**config.mk**
```make
export PLATFORM = sky130hd
export DESIGN_NAME = csc_channel_select
export DESIGN_NICKNAME = d
export VERILOG_FILES = /design/src/logic/csc_pkg.sv /design/src/logic/csc_apb_slave.sv /design/src/logic/csc_route_decoder.sv /design/src/logic/csc_channel_select.sv
export SDC_FILE = /design/constraint.sdc
export NUM_CORES = 1
export LEC_CHECK = 0
export ABC_AREA = 1
export BUFFER_PORTS_ARGS = -buffer_cell sky130_fd_sc_hd__buf_2
export CAP_MARGIN = 25
export CELL_PAD_IN_SITES_DETAIL_PLACEMENT = 1
export CELL_PAD_IN_SITES_GLOBAL_PLACEMENT = 2
export CORE_MARGIN = 1
export CORE_UTILIZATION = 23
export CTS_CLUSTER_SIZE = 8
export DETAILED_ROUTE_END_ITERATION = 8
export PLACE_DENSITY = 0.85
export SYNTH_ARGS = -nofsm -noshare
export SYNTH_HDL_FRONTEND = slang
export SYNTH_SLANG_ARGS = --single-unit
```
**constraint.sdc**
```tcl
create_clock -name clk_sys -period 1.8 [get_ports clk_sys]
set_input_delay 0.36 -clock clk_sys [delete_from_list [all_inputs] [get_ports clk_sys]]
set_output_delay 0.36 -clock clk_sys [all_outputs]
set_load 0.03 [all_outputs]
```
**src/logic/csc_pkg.sv**
```systemverilog
// csc_pkg: shared constants and carrier types for the sensing channel select block
// assumes a 32-bit apb register bus and one system clock
package csc_pkg;

  // ----------------------------------------------------------------
  // register map
  // ----------------------------------------------------------------
  localparam logic [11:0] CSC_ADDR_CHANNEL_CONTROL = 12'h000;
  localparam logic [11:0] CSC_ADDR_MODULE_CONTROL  = 12'h004;
  localparam logic [11:0] CSC_ADDR_ROUTE_STATUS    = 12'h008;

  // ----------------------------------------------------------------
  // field layout and reset values
  // ----------------------------------------------------------------
  localparam int          CSC_SEL_LSB         = 0;
  localparam int          CSC_SEL_WIDTH       = 4;
  localparam int          CSC_ENABLE_BIT      = 0;
  localparam int          CSC_ROUTE_VALID_BIT = 4;
  localparam logic [3:0]  CSC_SEL_RESET       = 4'h0;
  localparam logic        CSC_ENABLE_RESET    = 1'b0;
  localparam int          CSC_NUM_INPUTS      = 16;
  localparam int          CSC_REDUCED_INPUTS  = 8;

  // ----------------------------------------------------------------
  // carrier types
  // ----------------------------------------------------------------
  typedef struct packed
  {
    logic        psel;
    logic        penable;
    logic        pwrite;
    logic [11:0] paddr;
    logic [31:0] pwdata;
  } csc_apb_req_type;

  typedef struct packed
  {
    logic        pready;
    logic        pslverr;
    logic [31:0] prdata;
  } csc_apb_rsp_type;

endpackage : csc_pkg

```
**src/logic/csc_apb_slave.sv**
```systemverilog
// csc_apb_slave: apb register front end for the channel select block
// assumes apb3 master on clk_sys; answers after one wait state, pready a one-cycle pulse
`timescale 1ns/10ps
module csc_apb_slave
  import csc_pkg::*;
(
  input  wire logic            clk_sys,
  input  wire logic            rst,
  input  wire logic            clk_en,
  input  wire csc_apb_req_type apb_req,
  output csc_apb_rsp_type      apb_rsp,
  output logic                 wr_stb,
  output logic [11:0]          wr_addr,
  output logic [31:0]          wr_data,
  output logic [11:0]          rd_addr,
  input  wire logic [31:0]     rd_data
);

  typedef struct packed
  {
    csc_apb_rsp_type rsp;
  } csc_slv_state_type;

  csc_slv_state_type state_q;
  csc_slv_state_type state_d;

  // ----------------------------------------------------------------
  // decode: access phase completes in two cycles, one wait state
  // ----------------------------------------------------------------
  always_comb
  begin
    state_d             = state_q;
    state_d.rsp.pready  = 1'b0;
    state_d.rsp.pslverr = 1'b0;
    // pready pulses at the second edge of the access phase
    if (apb_req.psel && apb_req.penable && !state_q.rsp.pready)
    begin
      state_d.rsp.pready  = 1'b1;
      state_d.rsp.pslverr = !(apb_req.paddr == CSC_ADDR_CHANNEL_CONTROL ||
                              apb_req.paddr == CSC_ADDR_MODULE_CONTROL ||
                              apb_req.paddr == CSC_ADDR_ROUTE_STATUS);
      state_d.rsp.prdata  = apb_req.pwrite ? 32'h0000_0000 : rd_data;
    end
  end

  always_ff @(posedge clk_sys or posedge rst)
  begin
    if (rst)
      state_q <= '0;
    else if (clk_en)
      state_q <= state_d;
  end

  // write takes effect at the edge where pready is sampled high
  assign wr_stb  = apb_req.psel && apb_req.penable && state_q.rsp.pready && apb_req.pwrite && clk_en;
  assign wr_addr = apb_req.paddr;
  assign wr_data = apb_req.pwdata;
  assign rd_addr = apb_req.paddr;
  assign apb_rsp = state_q.rsp;

endmodule : csc_apb_slave

```
**src/logic/csc_route_decoder.sv**
```systemverilog
// csc_route_decoder: one-hot steering of the sensing oscillator onto one input
// assumes select and enable are the top's next-state values for flops on the same clock
`timescale 1ns/10ps
module csc_route_decoder
  import csc_pkg::*;
#(
  parameter int NUM_INPUTS = CSC_NUM_INPUTS
)
(
  input  wire logic                  enable,
  input  wire logic [3:0]            sel,
  output logic [NUM_INPUTS-1:0]      route
);

  // ----------------------------------------------------------------
  // per-input compare
  // ----------------------------------------------------------------
  genvar gi;
  generate
    for (gi = 0; gi < NUM_INPUTS; gi++)
    begin : g_route
      assign route[gi] = enable && (sel == 4'(gi));
    end
  endgenerate

endmodule : csc_route_decoder

```
**src/logic/csc_channel_select.sv**
```systemverilog
// csc_channel_select: top of the capacitive sensing channel select block
// assumes an apb master on clk_sys and an analog mux driven by sense_inputs_route
//
// Local design decisions: the APB register port and the register addresses.
`timescale 1ns/10ps
module csc_channel_select
  import csc_pkg::*;
#(
  parameter int NUM_INPUTS = CSC_NUM_INPUTS
)
(
  input  wire logic                clk_sys,
  input  wire logic                rst,
  input  wire logic                clk_en,
  input  wire logic                psel,
  input  wire logic                penable,
  input  wire logic                pwrite,
  input  wire logic [11:0]         paddr,
  input  wire logic [31:0]         pwdata,
  output logic [31:0]              prdata,
  output logic                     pready,
  output logic                     pslverr,
  output logic [NUM_INPUTS-1:0]    sense_inputs_route,
  output logic                     sense_module_enable
);

  // ----------------------------------------------------------------
  // elaboration check
  // ----------------------------------------------------------------
  // sixteen inputs max
  if (NUM_INPUTS != CSC_NUM_INPUTS && NUM_INPUTS != CSC_REDUCED_INPUTS)
  begin : g_bad_inputs
    $error("NUM_INPUTS must be 8 or 16");
  end

  localparam bit          REDUCED  = (NUM_INPUTS == CSC_REDUCED_INPUTS);
  localparam logic [3:0]  SEL_MASK = REDUCED ? 4'h7 : 4'hf;

  typedef struct packed
  {
    logic [3:0]            sel;
    logic                  enable;
    logic [NUM_INPUTS-1:0] route;
  } csc_top_state_type;

  csc_top_state_type state_q;
  csc_top_state_type state_d;

  csc_apb_req_type       apb_req;
  csc_apb_rsp_type       apb_rsp;
  logic                  wr_stb;
  logic [11:0]           wr_addr;
  logic [31:0]           wr_data;
  logic [11:0]           rd_addr;
  logic [31:0]           rd_data;
  logic [NUM_INPUTS-1:0] route_next;
  logic [3:0]            sel_next;
  logic                  enable_next;

  // ----------------------------------------------------------------
  // bus front end
  // ----------------------------------------------------------------
  assign apb_req = '{psel: psel, penable: penable, pwrite: pwrite, paddr: paddr, pwdata: pwdata};

  csc_apb_slave u_apb
  (
    .clk_sys (clk_sys),
    .rst     (rst),
    .clk_en  (clk_en),
    .apb_req (apb_req),
    .apb_rsp (apb_rsp),
    .wr_stb  (wr_stb),
    .wr_addr (wr_addr),
    .wr_data (wr_data),
    .rd_addr (rd_addr),
    .rd_data (rd_data)
  );

  // ----------------------------------------------------------------
  // read mux
  // ----------------------------------------------------------------
  always_comb
  begin
    rd_data = 32'h0000_0000;
    case (rd_addr)
      CSC_ADDR_CHANNEL_CONTROL: rd_data[CSC_SEL_LSB +: CSC_SEL_WIDTH] = state_q.sel;
      CSC_ADDR_MODULE_CONTROL:  rd_data[CSC_ENABLE_BIT] = state_q.enable;
      CSC_ADDR_ROUTE_STATUS:
      begin
        // valid bit from the live route; the input index is the select register
        rd_data[CSC_ROUTE_VALID_BIT] = |state_q.route;
        rd_data[CSC_SEL_LSB +: CSC_SEL_WIDTH] = state_q.sel;
      end
      default:                  rd_data = 32'h0000_0000;
    endcase
  end

  // ----------------------------------------------------------------
  // next select and enable, kept apart from state_d so the decoder
  // does not close a loop through the state copy
  // ----------------------------------------------------------------
  // upper bits dropped
  assign sel_next    = (wr_stb && wr_addr == CSC_ADDR_CHANNEL_CONTROL) ?
                       (wr_data[CSC_SEL_LSB +: CSC_SEL_WIDTH] & SEL_MASK) : state_q.sel;
  assign enable_next = (wr_stb && wr_addr == CSC_ADDR_MODULE_CONTROL) ?
                       wr_data[CSC_ENABLE_BIT] : state_q.enable;

  // ----------------------------------------------------------------
  // route decode from next-state values so route tracks in same edge
  // ----------------------------------------------------------------
  csc_route_decoder #(.NUM_INPUTS(NUM_INPUTS)) u_dec
  (
    .enable (enable_next),
    .sel    (sel_next),
    .route  (route_next)
  );

  // ----------------------------------------------------------------
  // register update
  // ----------------------------------------------------------------
  always_comb
  begin
    state_d        = state_q;
    state_d.sel    = sel_next;
    state_d.enable = enable_next;
    state_d.route  = route_next;
  end

  always_ff @(posedge clk_sys or posedge rst)
  begin
    if (rst)
    begin
      state_q.sel    <= CSC_SEL_RESET;
      state_q.enable <= CSC_ENABLE_RESET;
      state_q.route  <= '0;
    end
    else if (clk_en)
      state_q <= state_d;
  end

  // ----------------------------------------------------------------
  // outputs straight from flops
  // ----------------------------------------------------------------
  assign prdata              = apb_rsp.prdata;
  assign pready              = apb_rsp.pready;
  assign pslverr             = apb_rsp.pslverr;
  assign sense_inputs_route  = state_q.route;
  assign sense_module_enable = state_q.enable;

endmodule : csc_channel_select

```
* After elaboration in Yosys (flattened, before gate mapping)
Index checks and enable logic that the tools add are counted.
** Word-level totals
- Bits in registers :: 55
- Word-level logic and storage cells :: 62
- Output and inout bits :: 51
- Bits of input ports :: 50
** Cells by class
- Muxes and demuxes :: 7
- Eq/ne operators :: 17
- Reductions and logical operators :: 32
** Operator list (number)
- $mux 34 :: 1
- $eq 4x4->1 const B :: 8
- $logic_and 1x1->1 :: 23
- $eq 4x3->1 const B :: 4
- $reduce_or 16->1 :: 1
- $eq 12x3->1 const B :: 1
- $eq 12x4->1 const B :: 1
- $logic_not 12->1 :: 1
- $eq 4x2->1 const B :: 2
- $mux 5 :: 1
- $eq 4x1->1 const B :: 1
- $logic_not 4->1 :: 1
- $mux 4 :: 1
- $mux 3 :: 1
- $logic_not 1->1 :: 2
- $logic_or 1x1->1 :: 2
- $mux 1 :: 2
- $pmux 1 s2 :: 1
- $reduce_and 2->1 :: 1
- $reduce_or 2->1 :: 1

* Longest topological paths before layout
Gate-level depths: netlist (run 1).
- Word-level depth :: 8
- Depth in mapped cells :: 10
- Depth with buffers taken out :: 10

* Modules after synthesis
From an unflattened synthesis (run 1), not the netlist that was laid out.
** Unflattened totals
- Cells, all modules :: 422
- Area total of the unflattened synthesis :: 3229.3 um2
** Modules (own cells, without submodules)
- csc_apb_slave :: seq. area each 850.8 um2, cells an instance 218, area an instance 1845.5 um2, times used 1
- csc_channel_select :: seq. area each 525.5 um2, cells an instance 172, area an instance 1257.5 um2, times used 1
- csc_route_decoder :: seq. area each 0.0 um2, cells an instance 32, area an instance 126.4 um2, times used 1

* Worst setup path before layout (run 1)
Ideal clock, no wire load.
- Path type :: register to register
- From :: register u_apb.state_q (netlist bit u_apb.apb_rsp[33])
- To :: register state_q (netlist bit sense_inputs_route[3])
- Clock period less this slack :: 1550 ps
- Setup slack :: 250 ps
- Arrival :: 1484 ps
- Buffers on the path :: 0
- Required time :: 1734 ps
- Cell stages (with the launch flop) :: 9
- Library setup time :: 66 ps
- Cells stage by stage :: dfrtp_1 -> nand2_1 -> nor2_8 -> nand3_1 -> nand2_1 -> nand3_2 -> nor2_2 -> nand2_1 -> nand2_1
** On the way
- Longest elaborated chain between the ends :: 7
- Elaborated cells between the ends (all ways) :: 9
- Those cells by class :: 1 x eq/ne; 2 x mux; 6 x reduce/logical
** RTL lines
- from (decl) :: line csc_apb_slave.sv:24 : csc_slv_state_type state_q;
- from (signal assigned) :: line csc_apb_slave.sv:51 : state_q <= state_d;
- $logic_and 1x1->1 (*) (3 in a row) :: line csc_apb_slave.sv:55 : assign wr_stb = apb_req.psel && apb_req.penable && state_q.rsp.pready && apb_req.pwrite && clk_en;
- $logic_and 1x1->1 :: line csc_channel_select.sv:103 : assign sel_next = (wr_stb && wr_addr == CSC_ADDR_CHANNEL_CONTROL) ?
- $mux 4 :: line csc_channel_select.sv:103
- $eq 4x2->1 :: line csc_route_decoder.sv:22 : assign route[gi] = enable && (sel == 4'(gi));
- $logic_and 1x1->1 (*) :: line csc_route_decoder.sv:22
- to (signal assigned) :: line csc_channel_select.sv:138 : state_q <= state_d;
- to (decl) :: line csc_channel_select.sv:46 : csc_top_state_type state_q;
Every way passes the cells marked *; elsewhere a longest branch is shown, timed or not.
A chain may end at the register's enable or synchronous reset.

* Final worst setup path (run 1)
- From :: register u_apb.state_q (netlist bit u_apb.apb_rsp[33])
- To :: register state_q (netlist bit sense_inputs_route[2])
The elaborated chain is that of the path after synthesis.

==> impl_metrics.json, run 1 <==
{
  "chipHeight_um": 89.6,
  "cts_buffers": 3,
  "grt_pass1_wl_um": 6510,
  "cts_hold_buffers": 0,
  "r2r-start": "u_apb.apb_rsp[33]",
  "h-tree-depth": 1,
  "grt_overflow": 0,
  "grt_max_degree": 29,
  "cts.sinks": 28,
  "power_switching_w": 0.000355,
  "die_w_um": 89.6,
  "numPortBuffers": 45,
  "cts-resized-gates": 0,
  "fin_skew_ns": 0.00628,
  "r2r-end": "sense_inputs_route[2]",
  "rsz0062_at_grt": "false",
  "grt_pass1_vias": 1358,
  "p_int_w": 0.000878,
  "dr.first_iter.drc_count": 38,
  "cts_tree": "done",
  "syn2layout_area_growth_pct": 10.6,
  "final-max-slew-violation-count": 0,
  "row_count": 31,
  "hold_class": "input pin to async pin",
  "power_density_nw_per_um2": 631,
  "cts_buffer_depth": 2,
  "crit_type": "flop to flop",
  "avgRoutedWirePerCell_um": 10.9,
  "syn_area_um2": 1770,
  "hold_violations": 0,
  "place_hpwl_um": 3250,
  "seq_power_share": 0.525,
  "syn_avg_cell_area_um2": 7.71,
  "globalplace.congestion": 0.724,
  "cap_viol_max_count": 0,
  "post-route-drc-count": 0,
  "core_um2": 7330,
  "viasPerCell": 3.85,
  "start_util": 0.241,
  "post-place-ws_ns": 0.0144,
  "timing.final.crit_share": 0.856,
  "layout-drive-gt1-share": 0.260,
  "period_needed_ns": 1.54,
  "die-area_um2": 8030,
  "clk_latency_ns": 0.27,
  "routed_wl_um": 3930,
  "clockRootBuffer": "clkbuf_8",
  "io_pins": 101,
  "setup-tns-final_ns": 0,
  "ys_seq_area_frac": 0.397,
  "clk_pin_slew_ns": 0.09,
  "fmax_mhz": 649,
  "vias": 1390,
  "netlist_instances": 229,
  "post-cts-setup-buffer-count": 0,
  "rr_worst_depth": 8,
  "synth-seq-cells": 28,
  "power_frac_comb": 0.169,
  "setup_slack_ns": 0.259,
  "diodes": 0,
  "p_sw_frac": 0.288,
  "required_ns": 2.02,
  "ant_nets": 0,
  "path_max_fanout": 10,
  "r2r_setup_slack_ns": 0.26,
  "worstSetupEndpointType": "flop",
  "total_leakage_power_nw": 1.16,
  "critPathArrivalTime_ns": 1.76,
  "nets": 313,
  "setup_viol": 0,
  "antenna_found_initial": 0,
  "outcome": "finished clean",
  "synth_cell_types": 25,
  "peakVddDrop_uv": 221,
  "yosys_warnings": 0,
  "power_frac_clock": 0.307,
  "start_kind": "flop",
  "first_pass_iters": 4,
  "grt_usage": 0.107
}
[routing by layer]
layer	track usage	vias up	wire, µm
li1	-	712	-
met1	0.130	633	1670
met2	0.194	41	1990
met3	0.0137	4	211
met4	0.0390	0	51
met5	0	-	0
[how the worst max path moves through the flow]
stage	from	to	slack (ns)	cells past startpoint
3_3_place_gp	paddr[11]	sense_inputs_route[0]	0.06	10
6_report	u_apb.apb_rsp[33]	sense_inputs_route[2]	0.26	8
5_1_grt	u_apb.apb_rsp[33]	sense_inputs_route[14]	0.10	8
3_5_place_dp	paddr[11]	sense_inputs_route[0]	0.01	10
4_1_cts	u_apb.apb_rsp[33]	sense_inputs_route[0]	0.23	8
2_1_floorplan	u_apb.apb_rsp[33]	sense_inputs_route[3]	0.25	8
[sequential cells by signal, indices dropped and copies added, names as in the netlist]
register and flops:
sense_module_enable 1, sense_inputs_route 16, state_q 4, u_apb.apb_rsp 7
[power by group through the flow]
stage | clock network (W) | registers, W | logic (W)
after global routing | 0.000421 | 0.000649 | 0.000229
after CTS | 0.000400 | 0.000647 | 0.000210
final | 0.000378 | 0.000646 | 0.000208
after detailed placement | 0 | 0.000659 | 0.000210
after global placement | 0 | 0.000660 | 0.000207
after floorplan | 0 | 0.000673 | 0.000186
[cells in the final DEF (no fill, tap or decap), types with 2 or more instances in the layout]
master	Yosys	layout
nand2_1	81	81
nand3_2	2	2
buf_4	43	3
nand4_1	10	10
nor2_2	6	6
conb_1	1	27
clkbuf_8	0	4
dfrtp_1	28	28
o21ai_0	2	2
nor2_1	18	18
nor2_4	2	2
buf_2	0	45
inv_1	20	20
a22o_1	3	3
[worst max-delay path, stage by stage (launching register included)]
cell,delay [ns]
dfrtp_1,0.39
nand2_1,0.14
nor2_8,0.22
nand3_1,0.10
nand2_1,0.09
nand3_2,0.16
nor2_2,0.22
nand2_1,0.10
nand2_1,0.06
[area by class of cell]
class / count / area [µm²]
Fill cell: 918 / 5380
Multi-Input combinational cell: 160 / 742
Sequential cell: 28 / 701
Timing Repair Buffer: 48 / 248
Tap cell: 99 / 124
Inverter: 22 / 82.6
Clock buffer: 4 / 55.1
[Yosys cell counts, drive strengths merged]
| library cell | n | area (µm²) |
|---|---|---|
| or2 | 1 | 8.76 |
| buf | 44 | 334 |
| a32o | 1 | 10.0 |
| nor2 | 27 | 148 |
| a22o | 3 | 26.3 |
| nand4 | 10 | 62.6 |
| nand3 | 4 | 42.5 |
| inv | 21 | 78.8 |
| a21oi | 1 | 5.00 |
| conb | 1 | 3.75 |
| o31ai | 1 | 12.5 |
| nor3 | 1 | 5.00 |
| clkbuf | 1 | 3.75 |
| nand2 | 82 | 310 |
| clkinv | 1 | 3.75 |
| dfrtp | 28 | 701 |
| o21ai | 2 | 10.0 |
[metrics by stage]
step	util	hold WS, ns	std cells	instance area [µm²]	total power, W
2_1_floorplan	-	0.425	255	1860	0.000859
3_3_place_gp	0.259	0.445	357	1900	0.000867
3_5_place_dp	0.259	0.445	357	1900	0.000869
4_1_cts	0.266	0.143	361	1950	0.00126
5_1_grt	0.266	0.171	361	1950	0.00130
6_report	0.266	0.140	361	1950	0.00123
[kinds of logic after synthesis]
| kind of cell | synth area share |
|---|---|
| AOI/OAI and AO/OA | 0.0361 |
| buffers and inverters | 0.238 |
| DFF | 0.397 |
| and+or+nand+nor | 0.327 |
| other | 0.00212 |
Note: power is estimated with default switching activity, not from simulation.
==> run 2: changes to the inputs <==
- BUFFER_PORTS_ARGS: -buffer_cell sky130_fd_sc_hd__buf_2 -> -buffer_cell sky130_fd_sc_hd__buf_4
- CORE_UTILIZATION: 23 -> 29
- PLACE_DENSITY: 0.85 -> 0.86
- SYNTH_HIERARCHICAL: default -> 1
==> impl_metrics.json, run 2 <==
{
  "layout-drive-gt1-share": 0.303,
  "diodes": 0,
  "syn_avg_cell_area_um2": 7.66,
  "layout_commonest_cell": "nand2_1",
  "cts_tree": "done",
  "largest_reg_flops": 34,
  "hold_class": "input pin to async pin",
  "r2r-start": "u_apb/apb_rsp[33]",
  "peakVddDrop_uv": 315,
  "crit_type": "flop to flop",
  "ant_nets": 0,
  "die-area_um2": 10800,
  "row_count": 36,
  "mostFrequentLayoutCells": "nand2_1 (118), buf_4 (85), dfrtp_1 (54)",
  "core_um2": 9910,
  "rsz0062_at_grt": "true",
  "io_pins": 101,
  "setup_slack_ns": -0.00532,
  "hold_violations": 0,
  "clk_pin_slew_ns": 0.10,
  "start_kind": "flop",
  "numPortBuffers": 72,
  "design_area_um2": 3770,
  "startpoint": "u_apb/apb_rsp[33]",
  "clockRootBuffer": "clkbuf_8",
  "clk_latency_ns": 0.31,
  "fin_skew_ns": 0.00544,
  "final-max-slew-violation-count": 0,
  "timing.final.crit_share": 1.00,
  "rr_worst_depth": 14,
  "final_cell_count_no_fill": 591,
  "fmax_mhz": 554,
  "critPathArrivalTime_ns": 1.99,
  "grt_usage": 0.142,
  "violations": "negative setup slack",
  "first_pass_iters": 4,
  "avgRoutedWirePerCell_um": 12.3,
  "grt_overflow": 0,
  "outcome": "finished, violations left",
  "r2r_setup_slack_ns": -0.005,
  "setup-tns-final_ns": -0.00954,
  "chipHeight_um": 104,
  "cts_buffer_depth": 2,
  "viasPerCell": 4.21,
  "grt_max_degree": 37,
  "cts_buffers": 5,
  "syn2layout_area_growth_pct": 24.9,
  "required_ns": 1.99,
  "period_needed_ns": 1.81,
  "post-route-drc-count": 0,
  "total_leakage_power_nw": 2.00,
  "dr.first_iter.drc_count": 52,
  "place_hpwl_um": 5240,
  "r2r-end": "sense_inputs_route[12]",
  "grt_pass1_wl_um": 12500,
  "die_w_um": 104,
  "netlist_instances": 394,
  "routed_wl_um": 7290,
  "globalplace.congestion": 0.699,
  "nets": 507,
  "dp.cells": 581,
  "grt_pass1_vias": 2604,
  "power_density_nw_per_um2": 803,
  "post-place-ws_ns": -0.225,
  "fin_util": 0.381,
  "h-tree-depth": 2,
  "cap_viol_max_count": 0,
  "syn_area_um2": 3020,
  "path_max_fanout": 5,
  "place_area_um2": 3510,
  "worstSetupEndpointType": "flop",
  "antenna_found_initial": 0,
  "start_util": 0.305,
  "setup_viol": 2,
  "yosys_warnings": 6,
  "cts.sinks": 55,
  "vias": 2491
}
-- run 2: what timing repair did --
action                                  4_1_cts  5_1_grt
buffers inserted                              2        0
pin swaps                                    18        7
endpoints found under the setup margin       16       17
gates cloned                                  0        0
hold buffers                                  0        0
resized for setup                            41       10
-- run 2: through the flow --
stage / power, W / hold WS [ns]
finish: 0.00303 / 0.0651
CTS: 0.00307 / 0.0639
global placement: 0.00227 / 0.410
detailed placement: 0.00229 / 0.416
floorplan: 0.00202 / 0.337
global route: 0.00321 / 0.0875
-- run 2: critical path: stages, from the launching register on --
cell	delay [ns]
dfrtp_2	0.38
inv_2	0.04
nor3_2	0.10
inv_1	0.08
nor2_2	0.09
nand2_2	0.08
nor2_4	0.19
nand2_4	0.11
nand2_4	0.07
and2_4	0.21
inv_6	0.06
nand3_4	0.09
nor2_2	0.04
nand2_1	0.07
o21ai_1	0.06
-- run 2: area by class of cell --
type / instances / area [µm²]
clock buffers: 6 / 72.6
clock inverters: 2 / 12.5
fillers: 1249 / 6140
inverters: 35 / 141
multi-input cells: 273 / 1330
flip-flops and latches: 55 / 1380
well taps: 133 / 166
repair buffers: 87 / 669
-- run 2: worst max-delay path by stage --
stage	to	slack (ns)	cells past startpoint
global placement	sense_inputs_route[9]	-0.20	14
global route	sense_inputs_route[12]	-0.25	13
floorplan	sense_inputs_route[8]	0.01	14
CTS	sense_inputs_route[12]	-0.05	14
finish	sense_inputs_route[12]	-0.005	14
detailed placement	sense_inputs_route[9]	-0.23	14
-- run 2: per-layer routing --
layer	routed length, µm	share of wire	track usage
met3	288	0.040	0.0263
met1	3540	0.49	0.192
met2	3380	0.46	0.232
met4	87	0.012	0.0398
met5	0	0	0
-- run 2: power breakdown --
part | switching, W | internal [W] | leakage [nW]
Combinational | 0.000589 | 0.000320 | 1.22
Sequential | 0.0000750 | 0.00136 | 0.738
Clock | 0.000413 | 0.000274 | 0.0412
==> run 3: changes to the inputs <==
- SKIP_LAST_GASP: default -> 1
==> impl_metrics.json, run 3 (synthesis gave the netlist of run 2 again) <==
{
  "nets": 507,
  "final_cell_count_no_fill": 591,
  "crit_chain": "inv_2 > nor3_2 > inv_1 > nor2_2 > nand2_2 > nor2_4 > nand2_4 > nand2_4 > and2_4 > inv_6 > nand3_4 > nor2_2 > nand2_1 > o21ai_1",
  "io_pins": 101,
  "path_max_fanout": 5,
  "max_stage_delay_ns": 0.38,
  "hold_class": "input pin to async pin",
  "fin_skew_ns": 0.00545,
  "die_w_um": 104,
  "ant_nets": 0,
  "rr_worst_depth": 14,
  "antenna_found_initial": 0,
  "clk_latency_ns": 0.31,
  "power_density_nw_per_um2": 803,
  "clockRootBuffer": "clkbuf_8",
  "grt_overflow": 0,
  "avgRoutedWirePerCell_um": 12.3,
  "diodes": 0,
  "setup_viol": 2,
  "mostFrequentLayoutCells": "nand2_1 (118), buf_4 (85), dfrtp_1 (54)",
  "routed_wl_um": 7290,
  "grt_max_degree": 37,
  "worstSetupEndpointType": "flop",
  "chipHeight_um": 104,
  "grt_pass1_wl_um": 12500,
  "layout_commonest_cell": "nand2_1",
  "start_kind": "flop",
  "peakVddDrop_uv": 314,
  "vias": 2489,
  "total_leakage_power_nw": 2.00,
  "critPathArrivalTime_ns": 1.99,
  "core_um2": 9910,
  "dp.cells": 581,
  "layout-drive-gt1-share": 0.303,
  "hold_violations": 0,
  "violations": "negative setup slack",
  "fmax_mhz": 554,
  "crit_type": "flop to flop",
  "largest_reg_flops": 34,
  "numPortBuffers": 72,
  "design_area_um2": 3770,
  "slowest_stage": "dfrtp_2",
  "holdWs_ns": 0.0650,
  "place_area_um2": 3510,
  "cts_tree": "done",
  "fin_util": 0.381,
  "cts_buffers": 5,
  "die-area_um2": 10800,
  "grt_pass1_vias": 2604,
  "cts_buffer_depth": 2,
  "cap_viol_max_count": 0,
  "globalplace.congestion": 0.699,
  "setup_slack_ns": -0.00533,
  "timing.final.crit_share": 1.00,
  "grt_usage": 0.142,
  "h-tree-depth": 2,
  "dr.first_iter.drc_count": 52,
  "outcome": "finished, violations left",
  "first_pass_iters": 4,
  "period_needed_ns": 1.81,
  "start_util": 0.305,
  "row_count": 36,
  "cts.sinks": 55,
  "required_ns": 1.99,
  "clk_pin_slew_ns": 0.10,
  "post-route-drc-count": 0,
  "final-max-slew-violation-count": 0,
  "place_hpwl_um": 5240,
  "viasPerCell": 4.21,
  "rsz0062_at_grt": "true",
  "syn2layout_area_growth_pct": 24.9,
  "cts_hold_buffers": 0,
  "finalPower_w": 0.00303
}
## run 3: cell counts in the layout (fill, tap and decap cells not counted)
Identical to the previous run, type by type.
## run 3: final timing paths
kind | start | to | slack [ns]
max reg2reg | u_apb/apb_rsp[33] | sense_inputs_route[12] | -0.005
max | u_apb/apb_rsp[33] | sense_inputs_route[12] | -0.005
min reg2reg | u_apb/apb_rsp[5] | u_apb/apb_rsp[5] | 0.49
max in group asynchronous | rst | u_apb/apb_rsp[14] | 1.24
min in group clk_sys | pwdata[1] | state_q[18] | 0.40
min | rst | u_apb/apb_rsp[1] | 0.06
## run 3: layout make-up
type	count	area [µm²]
fillers	1249	6140
flip-flops and latches	55	1380
multi-input cells	273	1330
repair buffers	87	669
well taps	133	166
inverters	35	141
clock buffers	6	72.6
clock inverters	2	12.5
## run 3: metrics by stage
| step | worst slack, ns | TNS (ns) |
|---|---|---|
| final | -0.00533 | -0.00957 |
| after floorplan | 0.0144 | 0 |
| after CTS | -0.0467 | -0.472 |
| after global placement | -0.199 | -2.73 |
| after global routing | -0.250 | -3.11 |
| after detailed placement | -0.225 | -3.20 |
## run 3: worst max-delay path, delay by kind of cell (launching register included)
family | cells | cell delay [ns]
and+or+nand+nor | 10 | 1.05
DFF | 1 | 0.38
buffers and inverters | 3 | 0.18
AOI/OAI and AO/OA | 1 | 0.06
## run 3: metal layers
metal / part of all wire / routed length (µm) / track usage
met5: 0 / 0 / 0
met3: 0.040 / 288 / 0.0263
met1: 0.49 / 3540 / 0.192
met4: 0.012 / 87 / 0.0398
met2: 0.46 / 3380 / 0.232
## run 3: what timing repair did
item                                    4_1_cts  5_1_grt
hold endpoints to repair                      0        0
resized for setup                            41       10
pin swaps                                    18        7
setup buffers                                 2        0
endpoints found under the setup margin       16       17
## run 3: report_power, final
group          internal (W)  switching, W  total, W
logic              0.000320      0.000589  0.000909
registers           0.00136     0.0000750   0.00143
clock network      0.000274      0.000413  0.000687
total               0.00195       0.00108   0.00303
